===== src/rtl/attn_port_pkg.sv =====
// constants for the attenuator relay port block
package attn_port_pkg;
    localparam logic [15:0] chan_a_relay_control_addr   = 16'h8003;
    localparam logic [15:0] chan_b_relay_control_addr   = 16'h8005;
    localparam logic [15:0] aux_output_control_addr     = 16'h8006;
    localparam logic [15:0] chan_a_switch_readback_addr = 16'h801E;
    localparam logic [15:0] chan_b_switch_readback_addr = 16'h801F;
    localparam logic [15:0] probe_sense_addr            = 16'h801D;
    localparam logic [7:0]  latch_reset_value           = 8'h00;
    localparam logic [7:0]  idle_bus_value              = 8'h00;
    localparam int          coupling_bit                = 0;
    localparam int          gain_x10_bit                = 6;
endpackage


===== src/rtl/attenuator_relay_port_control.sv =====
// memory-mapped relay latches and switch readback for two input channels
// Behaviour
// - address bit 0 picks channel: 801E channel A, 801F channel B.
// - readback drives all eight data lines for the cycle after the read strobe is seen.
// - latch loads only on write, select and its own address together.
// - channel A latch 8003, channel B 8005, aux latch 8006.
// - channel B latch uses the same bit layout as channel A.
// - two probe sense bits per channel are readable by the processor.
// - relay outputs come from two 8-bit ports loaded from the data bus.
`timescale 1ns/1ps
`default_nettype none
module attenuator_relay_port_control #(
    parameter int addr_width = 16
) (
    input  wire logic                  clk,
    input  wire logic                  sys_rst,
    input  wire logic [addr_width-1:0] addr,
    input  wire logic [7:0]            data_in,
    input  wire logic                  io_select,
    input  wire logic                  read_strobe,
    input  wire logic                  write_strobe,
    output logic      [7:0]            data_out,
    output logic                       data_oe,
    input  wire logic [7:0]            chan_a_switches,
    input  wire logic [7:0]            chan_b_switches,
    input  wire logic                  probe_a_sense_bit0,
    input  wire logic                  probe_a_sense_bit1,
    input  wire logic                  probe_b_sense_bit0,
    input  wire logic                  probe_b_sense_bit1,
    output logic      [7:0]            chan_a_relay_latch,
    output logic      [7:0]            chan_b_relay_latch,
    output logic      [7:0]            aux_output_latch,
    output logic                       chan_a_ac_coupling,
    output logic                       chan_b_ac_coupling
);
    // decode compares against 16-bit addresses only
    if (addr_width != 16) begin : g_bad_addr_width
        $error("addr_width must be 16");
    end

    logic       wr_cycle;
    logic       rd_cycle;
    logic       sel_a;
    logic       sel_b;
    logic       sel_aux;
    logic       rd_hit;
    logic [7:0] rd_value;
    logic [7:0] next_data_out;
    logic       next_data_oe;

    assign wr_cycle = write_strobe & io_select;
    assign rd_cycle = read_strobe & io_select;
    // full decode so a stray write never disturbs a relay
    assign sel_a   = wr_cycle
                     && addr == attn_port_pkg::chan_a_relay_control_addr;
    assign sel_b   = wr_cycle
                     && addr == attn_port_pkg::chan_b_relay_control_addr;
    assign sel_aux = wr_cycle
                     && addr == attn_port_pkg::aux_output_control_addr;

    // three ports share one latch design
    port_latch #(.width(8)) u_chan_a (
        .clk     (clk),
        .sys_rst (sys_rst),
        .load    (sel_a),
        .din     (data_in),
        .q       (chan_a_relay_latch)
    );
    port_latch #(.width(8)) u_chan_b (
        .clk     (clk),
        .sys_rst (sys_rst),
        .load    (sel_b),
        .din     (data_in),
        .q       (chan_b_relay_latch)
    );
    port_latch #(.width(8)) u_aux (
        .clk     (clk),
        .sys_rst (sys_rst),
        .load    (sel_aux),
        .din     (data_in),
        .q       (aux_output_latch)
    );

    assign chan_a_ac_coupling = chan_a_relay_latch[attn_port_pkg::coupling_bit];
    assign chan_b_ac_coupling = chan_b_relay_latch[attn_port_pkg::coupling_bit];

    always_comb begin
        rd_hit   = 1'b0;
        rd_value = attn_port_pkg::idle_bus_value;
        if (rd_cycle) begin
            if (addr[addr_width-1:1]
                == attn_port_pkg::chan_a_switch_readback_addr[15:1]) begin
                rd_hit   = 1'b1;
                rd_value = addr[0] ? chan_b_switches
                                   : chan_a_switches;
            end else if (addr == attn_port_pkg::probe_sense_addr) begin
                rd_hit   = 1'b1;
                rd_value = {4'h0, probe_b_sense_bit1, probe_b_sense_bit0,
                            probe_a_sense_bit1, probe_a_sense_bit0};
            end
        end
    end

    always_comb begin
        next_data_out = rd_hit ? rd_value : attn_port_pkg::idle_bus_value;
        next_data_oe  = rd_hit;
    end

    // read data registered: valid one cycle after the strobe is seen
    always_ff @(posedge clk) begin
        if (sys_rst) begin
            data_out <= attn_port_pkg::idle_bus_value;
            data_oe  <= 1'b0;
        end else begin
            data_out <= next_data_out;
            data_oe  <= next_data_oe;
        end
    end

    property p_load_a;
        @(posedge clk) disable iff (sys_rst)
        sel_a |=> chan_a_relay_latch == $past(data_in);
    endproperty
    a_load_a: assert property (p_load_a)
        else $error("channel A latch missed write");
    property p_hold_b;
        @(posedge clk) disable iff (sys_rst)
        !sel_b |=> $stable(chan_b_relay_latch);
    endproperty
    a_hold_b: assert property (p_hold_b)
        else $error("channel B latch changed without write");
    property p_hold_a;
        @(posedge clk) disable iff (sys_rst)
        !sel_a |=> $stable(chan_a_relay_latch);
    endproperty
    a_hold_a: assert property (p_hold_a)
        else $error("channel A latch changed without write");
    property p_aux;
        @(posedge clk) disable iff (sys_rst)
        (wr_cycle && addr == 16'h8006) |=> aux_output_latch == $past(data_in);
    endproperty
    a_aux: assert property (p_aux)
        else $error("aux latch not loaded at its address");
    property p_rd_a;
        @(posedge clk) disable iff (sys_rst)
        (rd_cycle && addr == 16'h801E)
            |=> data_oe && data_out == $past(chan_a_switches);
    endproperty
    a_rd_a: assert property (p_rd_a)
        else $error("channel A readback wrong");
    property p_rd_b;
        @(posedge clk) disable iff (sys_rst)
        (rd_cycle && addr == 16'h801F)
            |=> data_oe && data_out == $past(chan_b_switches);
    endproperty
    a_rd_b: assert property (p_rd_b)
        else $error("channel B readback wrong");
    property p_probe;
        @(posedge clk) disable iff (sys_rst)
        (rd_cycle && addr == 16'h801D)
            |=> data_out == $past({4'h0, probe_b_sense_bit1,
                                   probe_b_sense_bit0, probe_a_sense_bit1,
                                   probe_a_sense_bit0});
    endproperty
    a_probe: assert property (p_probe)
        else $error("probe sense readback wrong");
    property p_no_drive;
        @(posedge clk) disable iff (sys_rst)
        !rd_cycle |=> !data_oe;
    endproperty
    a_no_drive: assert property (p_no_drive)
        else $error("data bus driven outside a read");
    property p_coupling;
        @(posedge clk) disable iff (sys_rst)
        sel_b |=> chan_b_ac_coupling == $past(data_in[0]);
    endproperty
    a_coupling: assert property (p_coupling)
        else $error("channel B coupling bit wrong");
    property p_coupling_a;
        @(posedge clk) disable iff (sys_rst)
        sel_a |=> chan_a_ac_coupling == $past(data_in[0]);
    endproperty
    a_coupling_a: assert property (p_coupling_a)
        else $error("channel A coupling bit wrong");
    property p_hold_aux;
        @(posedge clk) disable iff (sys_rst)
        !sel_aux |=> $stable(aux_output_latch);
    endproperty
    a_hold_aux: assert property (p_hold_aux)
        else $error("aux latch changed without write");
    property p_idle_zero;
        @(posedge clk) disable iff (sys_rst)
        !data_oe |-> data_out == attn_port_pkg::idle_bus_value;
    endproperty
    a_idle_zero: assert property (p_idle_zero)
        else $error("read data not idle while bus released");
    // no disable here: this one watches the reset itself
    property p_reset_clear;
        @(posedge clk)
        sys_rst |=> chan_a_relay_latch == attn_port_pkg::latch_reset_value
                    && chan_b_relay_latch == attn_port_pkg::latch_reset_value
                    && aux_output_latch == attn_port_pkg::latch_reset_value
                    && !data_oe;
    endproperty
    a_reset_clear: assert property (p_reset_clear)
        else $error("latches not cleared by reset");

    c_write_a: cover property (@(posedge clk) sel_a);
    c_write_b: cover property (@(posedge clk) sel_b);
    c_read_b: cover property (@(posedge clk) rd_cycle && addr == 16'h801F);
    c_probe: cover property (@(posedge clk) rd_cycle && addr == 16'h801D);
endmodule // attenuator_relay_port_control
`default_nettype wire


===== src/rtl/port_latch.sv =====
// one 8-bit output latch loaded by a qualified write
`timescale 1ns/1ps
`default_nettype none
module port_latch #(
    parameter int width = 8
) (
    input  wire logic             clk,
    input  wire logic             sys_rst,
    input  wire logic             load,
    input  wire logic [width-1:0] din,
    output logic      [width-1:0] q
);
    logic [width-1:0] next_q;

    if (width < 1) begin : g_bad_width
        $error("port_latch width must be positive");
    end

    always_comb begin
        next_q = q;
        if (load) begin
            next_q = din;
        end
    end

    always_ff @(posedge clk) begin
        if (sys_rst) begin
            q <= width'(attn_port_pkg::latch_reset_value);
        end else begin
            q <= next_q;
        end
    end
endmodule // port_latch
`default_nettype wire


===== config.mk =====
export PLATFORM = sky130hd
export DESIGN_NAME = attenuator_relay_port_control
export DESIGN_NICKNAME = d
export VERILOG_FILES = /design/src/rtl/attn_port_pkg.sv /design/src/rtl/attenuator_relay_port_control.sv /design/src/rtl/port_latch.sv
export SDC_FILE = /design/constraint.sdc
export NUM_CORES = 1
export LEC_CHECK = 0
export ABC_AREA = 1
export BUFFER_PORTS_ARGS = -buffer_cell sky130_fd_sc_hd__buf_2
export CAP_MARGIN = 10
export CELL_PAD_IN_SITES_DETAIL_PLACEMENT = 1
export CELL_PAD_IN_SITES_GLOBAL_PLACEMENT = 1
export CORE_MARGIN = 2
export CORE_UTILIZATION = 30
export DETAILED_ROUTE_END_ITERATION = 10
export GPL_ROUTABILITY_DRIVEN = 0
export HOLD_SLACK_MARGIN = 0.15
export PLACE_DENSITY_LB_ADDON = 0.25
export SYNTH_ARGS = -nofsm -noshare
export SYNTH_HDL_FRONTEND = slang
export SYNTH_HIERARCHICAL = 1
export SYNTH_SLANG_ARGS = --single-unit

===== constraint.sdc =====
create_clock -name clk -period 1.6 [get_ports clk]
set_clock_uncertainty 0.15 [all_clocks]
set_input_delay 0.24 -clock clk [delete_from_list [all_inputs] [get_ports clk]]
set_output_delay 0.24 -clock clk [all_outputs]
set_load 0.01 [all_outputs]

Yosys cells after proc, flatten, opt, wreduce, memory -nomap -nowiden:

Cells that the tools add are included.

* multiplexer cells: 6
* equality and inequality tests: 5
* bitwise logic cells: 4
* reduce and logical (&&, ||, !) cells: 4

Operator list (number)
* $eq A16 B16 Y1 const B: 4
* $mux W8: 2
* $eq A15 B15 Y1 const B: 1
* $mux W4: 1
* $logic_and A1 B1 Y1: 3
* $mux W1: 3
* $reduce_or A3 Y1: 1
* $and A1 B1 Y1: 2
* $not A1 Y1: 2

* register bits: 33
* input bits: 49
* output and inout port bits: 35
* word-level logic and storage cells: 24

Depth between registers and ports, before layout:

Gate-level depths: netlist of the first run.

* depth after elaboration: 6
* mapped depth: 10
* gate-level depth less buffers: 9

By module:

Netlist of the first run, hierarchy kept.

By module, submodules not included
* port_latch: instances 3, cells each 51, area each 341.6 sq um, sequential area each 160.2 sq um
* attenuator_relay_port_control: instances 1, cells each 124, area each 732.0 sq um, sequential area each 180.2 sq um

Least setup slack after synthesis of the first run:

Ideal clock, no wire load.

* kind: input port to flip-flop
* start: input port addr[8]
* end: register u_aux.q[6]
* setup slack: 0.076 ns
* path buffers: 2
* library setup time: 0.114 ns
* stages: 10
* required time: 1.336 ns
* arrival: 1.260 ns
* cells stage by stage: nor2_1 > nand3_2 > nor2_8 > nand4_1 > nor2_1 > buf_6 > buf_6 > nand2_1 > nand2_1 > nor2_2

* longest elaborated chain between the ends: 2

RTL lines
* start: declaration: line attenuator_relay_port_control.sv:17 `input wire logic [addr_width-1:0] addr,`
* $eq A16 B16 Y1: line attenuator_relay_port_control.sv:59 `&& addr == attn_port_pkg::aux_output_control_addr;`
* $logic_and A1 B1 Y1: line attenuator_relay_port_control.sv:59
* via sel_aux: line attenuator_relay_port_control.sv:45 `logic sel_aux;`
* end signal: assignment: line port_latch.sv:28 `q <= width'(attn_port_pkg::latch_reset_value);`
* end signal: assignment: line port_latch.sv:30 `q <= next_q;`
* end: declaration: line port_latch.sv:11 `output logic [width-1:0] q`

The timed path passes the listed nets, and every way through them passes these cells.
A chain may end at the register's enable or synchronous reset.

Final worst setup path of the first run:

* start: input port addr[12]
* end: register u_chan_b.q[5]

* longest elaborated chain between the ends: 2

RTL lines
* $eq A16 B16 Y1: line attenuator_relay_port_control.sv:57 `&& addr == attn_port_pkg::chan_b_relay_control_addr;`
* $logic_and A1 B1 Y1: line attenuator_relay_port_control.sv:57
* via sel_b: line attenuator_relay_port_control.sv:44 `logic sel_b;`
* end signal: assignment: line port_latch.sv:28
* end signal: assignment: line port_latch.sv:30
* end: declaration: line port_latch.sv:11

The timed path passes the listed nets, and every way through them passes these cells.

==> results.py, run 1 <==
metrics = {
    "run_status": {
        "outcome": "completed",
    },
    "finish": {
        "layout_common_cells": "nand2_1 (91), buf_2 (83), nor2_1 (62)",
        "drive_gt1_share_pct": 30.4,
        "nNetsFinal": 430,
        "fillers": 779,
        "postLayoutCellArea_sq_um": 2500,
        "num_antenna_cells": 0,
        "layout_commonest_cell": "nand2_1",
        "final_core_util_pct": 44.9,
        "area_growth_pct": 42.4,
    },
    "synth": {
        "yosysWarnings": 6,
        "synth_area_leaders": "dfxtp_1 (38%), nand2_1 (19%), nor2_1 (13%)",
        "synthesis.nets": 326,
        "avgSynthCellArea_sq_um": 6.34,
        "synth_top_area_share_pct": 37.6,
        "ys_seq_elements": 33,
        "syn_area_sq_um": 1760,
        "yosysSeqAreaShare_pct": 37.6,
        "syn_inst": 277,
        "ys_types": 17,
        "yosys.area.top_type": "dfxtp_1",
    },
    "setup_path": {
        "cp_data_arrival_time_ns": 1.41,
        "max_stage_delay_ns": 0.22,
        "cp_slowest_cell": "buf_4",
        "cp-start-kind": "input pin",
        "worstSetupPathType": "input pin to flip-flop",
        "crit_path_frequent_cell": "nor2_1",
        "cp_max_fo": 16,
        "worstPathRequired_ns": 1.63,
        "worst_setup_path_end_kind": "flip-flop",
        "crit_chain": "buf_2 > nor2_1 > nand3_2 > nor2_8 > nand4_1 > nor2_1 > buf_4 > nand2_1 > nand2_1 > nor2_1",
    },
    "timing": {
        "fin_crit_ns": 1.37,
        "fmaxAchievable_mhz": 728,
        "worstMarginPinSlew_ns": 0.300,
        "drv_slew": 0,
        "hold_viol": 0,
        "fin_setup_tns_ns": 0,
        "rsz0062_at_grt": "no",
        "max_slew_margin_pct": 79.9,
        "fin_crit_sh_pct": 85.9,
        "finalSetupViolations": 0,
        "hold_ws_ns": 0.200,
    },
    "clock_tree": {
        "cts_setup_buffers": 0,
        "cts-root-buf": "clkbuf_8",
        "path_clk_slew_ns": 0.07,
        "cts_hold_buf": 16,
        "numCtsBuffers": 5,
        "clock-sinks": 33,
        "clkLatencyLatePin_ns": 0.27,
        "cts_max_path_buffers": 2,
        "cts_tree": "done",
        "cts-resized-gates": 0,
        "h-tree-depth": 2,
    },
    "die": {
        "die_y_um": 80.5,
        "die_x_um": 80.5,
        "dieArea_sq_um": 6480,
        "core_area_sq_um": 5570,
        "io_pins": 84,
        "initial_core_util_pct": 31.5,
        "num_rows": 27,
    },
    "routing": {
        "vias_per_cell": 4.15,
        "drt_iter0_markers": 35,
        "vias": 1886,
        "route.detailed.wl_per_inst_um": 10.9,
        "routed_wl_um": 4960,
        "drtAntennaViolNets": 0,
        "drc": 0,
        "first_pass_iters": 4,
    },
    "place": {
        "portBuffers": 83,
        "dpl.hpwl_um": 3900,
        "dpl_cell_area_sq_um": 2220,
    },
    "global_routing": {
        "grt_use_total_pct": 16.9,
        "gr-total-overflow": 0,
        "grt_pass1_vias": 1931,
        "antenna_found_initial": 0,
        "grt_first_pass_wirelength_um": 8490,
        "grt_max_degree": 17,
    },
    "power": {
        "power_density_nw_per_um2": 734,
        "peakVddDrop_v": 0.000499,
        "finalPower_w": 0.00184,
        "p_leak_nw": 1.48,
    },
    "run": {
        "maxCapViolations": 0,
    },
    "min_path": {
        "hold_path_class": "input pin to flip-flop",
    },
}
## worst max-delay path: cells and delay by family
kind          cells  cell delay (ns)
simple gates      8             0.83
buf+inv           2             0.32
## path summary, 6_finish.rpt
path / endpoint / slack (ns) / cells after the start / startpoint
worst min-delay path: data_out[2]$_SDFF_PP0_ / 0.20 / 7 / probe_b_sense_bit0
worst min register to register: u_chan_a/q[3]$_SDFFE_PP0P_ / 0.32 / 2 / u_chan_a/q[3]$_SDFFE_PP0P_
worst max-delay path: u_chan_b/q[5]$_SDFFE_PP0P_ / 0.23 / 10 / addr[12]
worst max register to register: u_chan_b/q[5]$_SDFFE_PP0P_ / 0.86 / 2 / u_chan_b/q[5]$_SDFFE_PP0P_
## routing by layer
metal  part of all wire (%)  GRT usage, %
met5                      0             0
met3                    8.5          5.96
met1                     41          18.4
met4                   0.81          4.58
met2                     50          30.9
## synthesized netlist by cell type
master / instances
nor2_1: 62
nor2_2: 4
nor3_1: 2
inv_2: 2
nand2_4: 2
buf_4: 3
a21oi_1: 4
buf_6: 6
nand2_2: 4
nor2_8: 2
nand3_1: 6
dfxtp_1: 33
nand3_2: 4
nand4_1: 1
inv_1: 50
nand3_4: 1
nand2_1: 91
## cell families after synthesis
family | count (synthesis) | share of synthesized area (%)
AO/OA/AOI/OAI | 4 | 1.14
flip-flops | 33 | 37.6
AND/OR/NAND/NOR | 179 | 45.0
buffers and inverters | 61 | 16.2
## through the flow
step	cells	setup WS (ns)
floorplan	277	0.0763
global placement	430	-0.0277
detailed placement	430	-0.101
CTS	454	0.206
global route	454	0.0508
finish	454	0.226
## where the power goes
group	switching (W)	internal (W)	leakage [nW]
Combinational	0.000109	0.000104	1.16
Sequential	0.00000000258	0.000821	0.266
Clock	0.000294	0.000508	0.0585
Total	0.000403	0.00143	1.48
## sequential cells by signal, indices dropped and copies added, names as in the netlist
signal      flops
data_oe         1
data_out        8
u_aux/q         8
u_chan_a/q      8
u_chan_b/q      8
## final cells by class
class | instances | area (sq um) | share of cell area [%]
Sequential cell | 33 | 661 | 26.4
Tap cell | 72 | 90.1 | 3.60
Multi-Input combinational cell | 183 | 811 | 32.4
Inverter | 52 | 195 | 7.80
Clock inverter | 1 | 30.0 | 1.20
Timing Repair Buffer | 106 | 628 | 25.1
Clock buffer | 7 | 86.3 | 3.45
Power figures use the tool's default switching activity.
==> run 2, diff against run 1 <==
- CORE_UTILIZATION: 30 -> 33
- clock period: 1.6 -> 1.7 ns (I/O delays scaled with it)
==> run 2 against run 1 <==
Global-route usage shrank 0.067 points. Via count is 1.3% lower. Utilization up 3.2 points. Total power down 7.4%. Sequential power down 6.0%. Critical path type unchanged. Combinational power decreased by 14%.
==> results.py, run 2 (synthesized netlist as in run 1, its figures left out) <==
metrics = {
    "run_status": {
        "outcome": "completed",
    },
    "setup_path": {
        "cp_data_arrival_time_ns": 1.71,
        "max_stage_delay_ns": 0.56,
        "crit_buf_inv": 3,
        "cp_slowest_cell": "dlygate4sd3_1",
        "crit_chain": "buf_2 > nor2_1 > nand3_2 > nor2_8 > buf_4 > nand3_4 > a21oi_1 > dlygate4sd3_1",
        "rr_startpoint": "u_aux/q[5]$_SDFFE_PP0P_",
        "cp-start-kind": "input pin",
        "worst_setup_path_end_kind": "flip-flop",
        "cp_top_family": "buffers and inverters",
        "cp_max_fo": 6,
        "worstPathRequired_ns": 1.78,
        "worstSetupStartpoint": "addr[8]",
        "worstSetupPathType": "input pin to flip-flop",
    },
    "global_routing": {
        "grt_use_total_pct": 16.9,
        "grt_max_degree": 17,
        "gr-total-overflow": 0,
        "grt_use_met2_pct": 31.5,
        "antenna_found_initial": 0,
        "grtUsageMet3_pct": 5.88,
        "grt_pass1_vias": 1886,
        "use_met1_pct": 17.4,
        "grt_busiest_layer": "met2",
        "grt_first_pass_wirelength_um": 7960,
    },
    "finish": {
        "drive_gt1_share_pct": 31.0,
        "layout_common_cells": "nand2_1 (91), buf_2 (83), nor2_1 (62)",
        "area_growth_pct": 39.7,
        "nNetsFinal": 425,
        "num_antenna_cells": 0,
        "layout_commonest_cell": "nand2_1",
        "fillers": 707,
    },
    "timing": {
        "drv_slew": 0,
        "fin_setup_tns_ns": 0,
        "fin_crit_ns": 1.63,
        "hold_ws_ns": 0.157,
        "fin_crit_sh_pct": 95.8,
        "rsz0062_at_grt": "yes",
        "setup_ws_ns": 0.0706,
        "fmaxAchievable_mhz": 614,
        "hold_viol": 0,
        "finalSetupViolations": 0,
        "max_slew_margin_pct": 81.0,
        "worstMarginPinSlew_ns": 0.284,
    },
    "die": {
        "core_area_sq_um": 5110,
        "die_y_um": 77.0,
        "die_x_um": 77.0,
        "num_rows": 26,
        "dieArea_sq_um": 5920,
        "initial_core_util_pct": 34.4,
        "io_pins": 84,
    },
    "clock_tree": {
        "clock-sinks": 33,
        "cts-root-buf": "clkbuf_8",
        "numCtsBuffers": 5,
        "cts_max_path_buffers": 2,
        "h-tree-depth": 2,
        "cts_tree": "done",
        "path_clk_slew_ns": 0.07,
        "clkLatencyLatePin_ns": 0.28,
    },
    "routing": {
        "vias_per_cell": 4.16,
        "drt_iter0_markers": 35,
        "vias": 1861,
        "first_pass_iters": 4,
        "routed_wl_um": 4770,
        "route.detailed.wl_per_inst_um": 10.7,
        "drtAntennaViolNets": 0,
        "drc": 0,
    },
    "place": {
        "portBuffers": 83,
        "dpl.hpwl_um": 3750,
        "dp_worst_setup_slack_ns": 0.0351,
    },
    "min_path": {
        "hold_start": "data_in[5]",
        "hold_path_class": "input pin to flip-flop",
    },
    "power": {
        "power_density_nw_per_um2": 693,
        "peakVddDrop_v": 0.000354,
        "p_leak_nw": 1.47,
    },
    "run": {
        "maxCapViolations": 0,
    },
}
-- run 2: changes by cell type in the layout (fill, tap and decap cells not counted) --
cell	delta
dlygate4sd3_1	-4
clkbuf_1	-1
clkbuf_8	-1
clkinvlp_4	+1
a21oi_1	-1
buf_4	-1
clkinv_4	+1
a21oi_2	+1
-- run 2: power breakdown --
part           internal, W  leakage, nW  switching (W)
combinational    0.0000842         1.15       0.000100
clock             0.000438       0.0543       0.000304
sequential        0.000772        0.266  0.00000000244
total              0.00130         1.47       0.000404
-- run 2: worst paths after layout --
check | to | slack [ns] | cells after the start
setup reg to reg | u_aux/q[5]$_SDFFE_PP0P_ | 0.94 | 2
setup / recovery | data_out[5]$_SDFF_PP0_ | 0.07 | 8
hold / removal | u_aux/q[5]$_SDFFE_PP0P_ | 0.16 | 5
hold reg to reg | u_chan_a/q[4]$_SDFFE_PP0P_ | 0.32 | 2
-- run 2: final cells by class --
type                       count  area [sq um]  share of cell area, %
clock buffer                   5          68.8                   2.80
inverter                      52           195                   7.96
clock inverter                 3          46.3                   1.89
tap                           70          87.6                   3.57
multi-input combinational    183           815                   33.2
sequential                    33           661                   26.9
timing repair buffer         101           581                   23.7
-- run 2: worst reg2reg max path: cells and delay by family, from the launching register on --
kind	cells	cell delay (ns)
and+or+nand+nor	2	0.18
DFF	1	0.32
-- run 2: routing by layer --
layer  part of all wire, %  vias to the layer above
li1                      -                      991
met1                    42                      808
met2                    49                       57
met3                   7.7                        5
met4                   1.1                        0
met5                     0                        -
-- run 2: what timing repair did --
item	4_1_cts	5_1_grt
gates resized for setup	0	1
hold buffers	12	0
setup buffers	0	0
setup endpoints to repair	0	1
hold endpoints to repair	9	0
-- run 2: through the flow --
| stage | util, % | std cells | total power [W] | instance area [sq um] |
|---|---|---|---|---|
| 6_report | 48.0 | 447 | 0.00170 | 2450 |
| 4_1_cts | 48.0 | 447 | 0.00172 | 2450 |
| 3_5_place_dp | 43.4 | 427 | 0.000962 | 2210 |
| 2_1_floorplan | - | 277 | 0.000873 | 1760 |
| 5_1_grt | 48.0 | 447 | 0.00179 | 2450 |
| 3_3_place_gp | 43.4 | 427 | 0.000957 | 2210 |
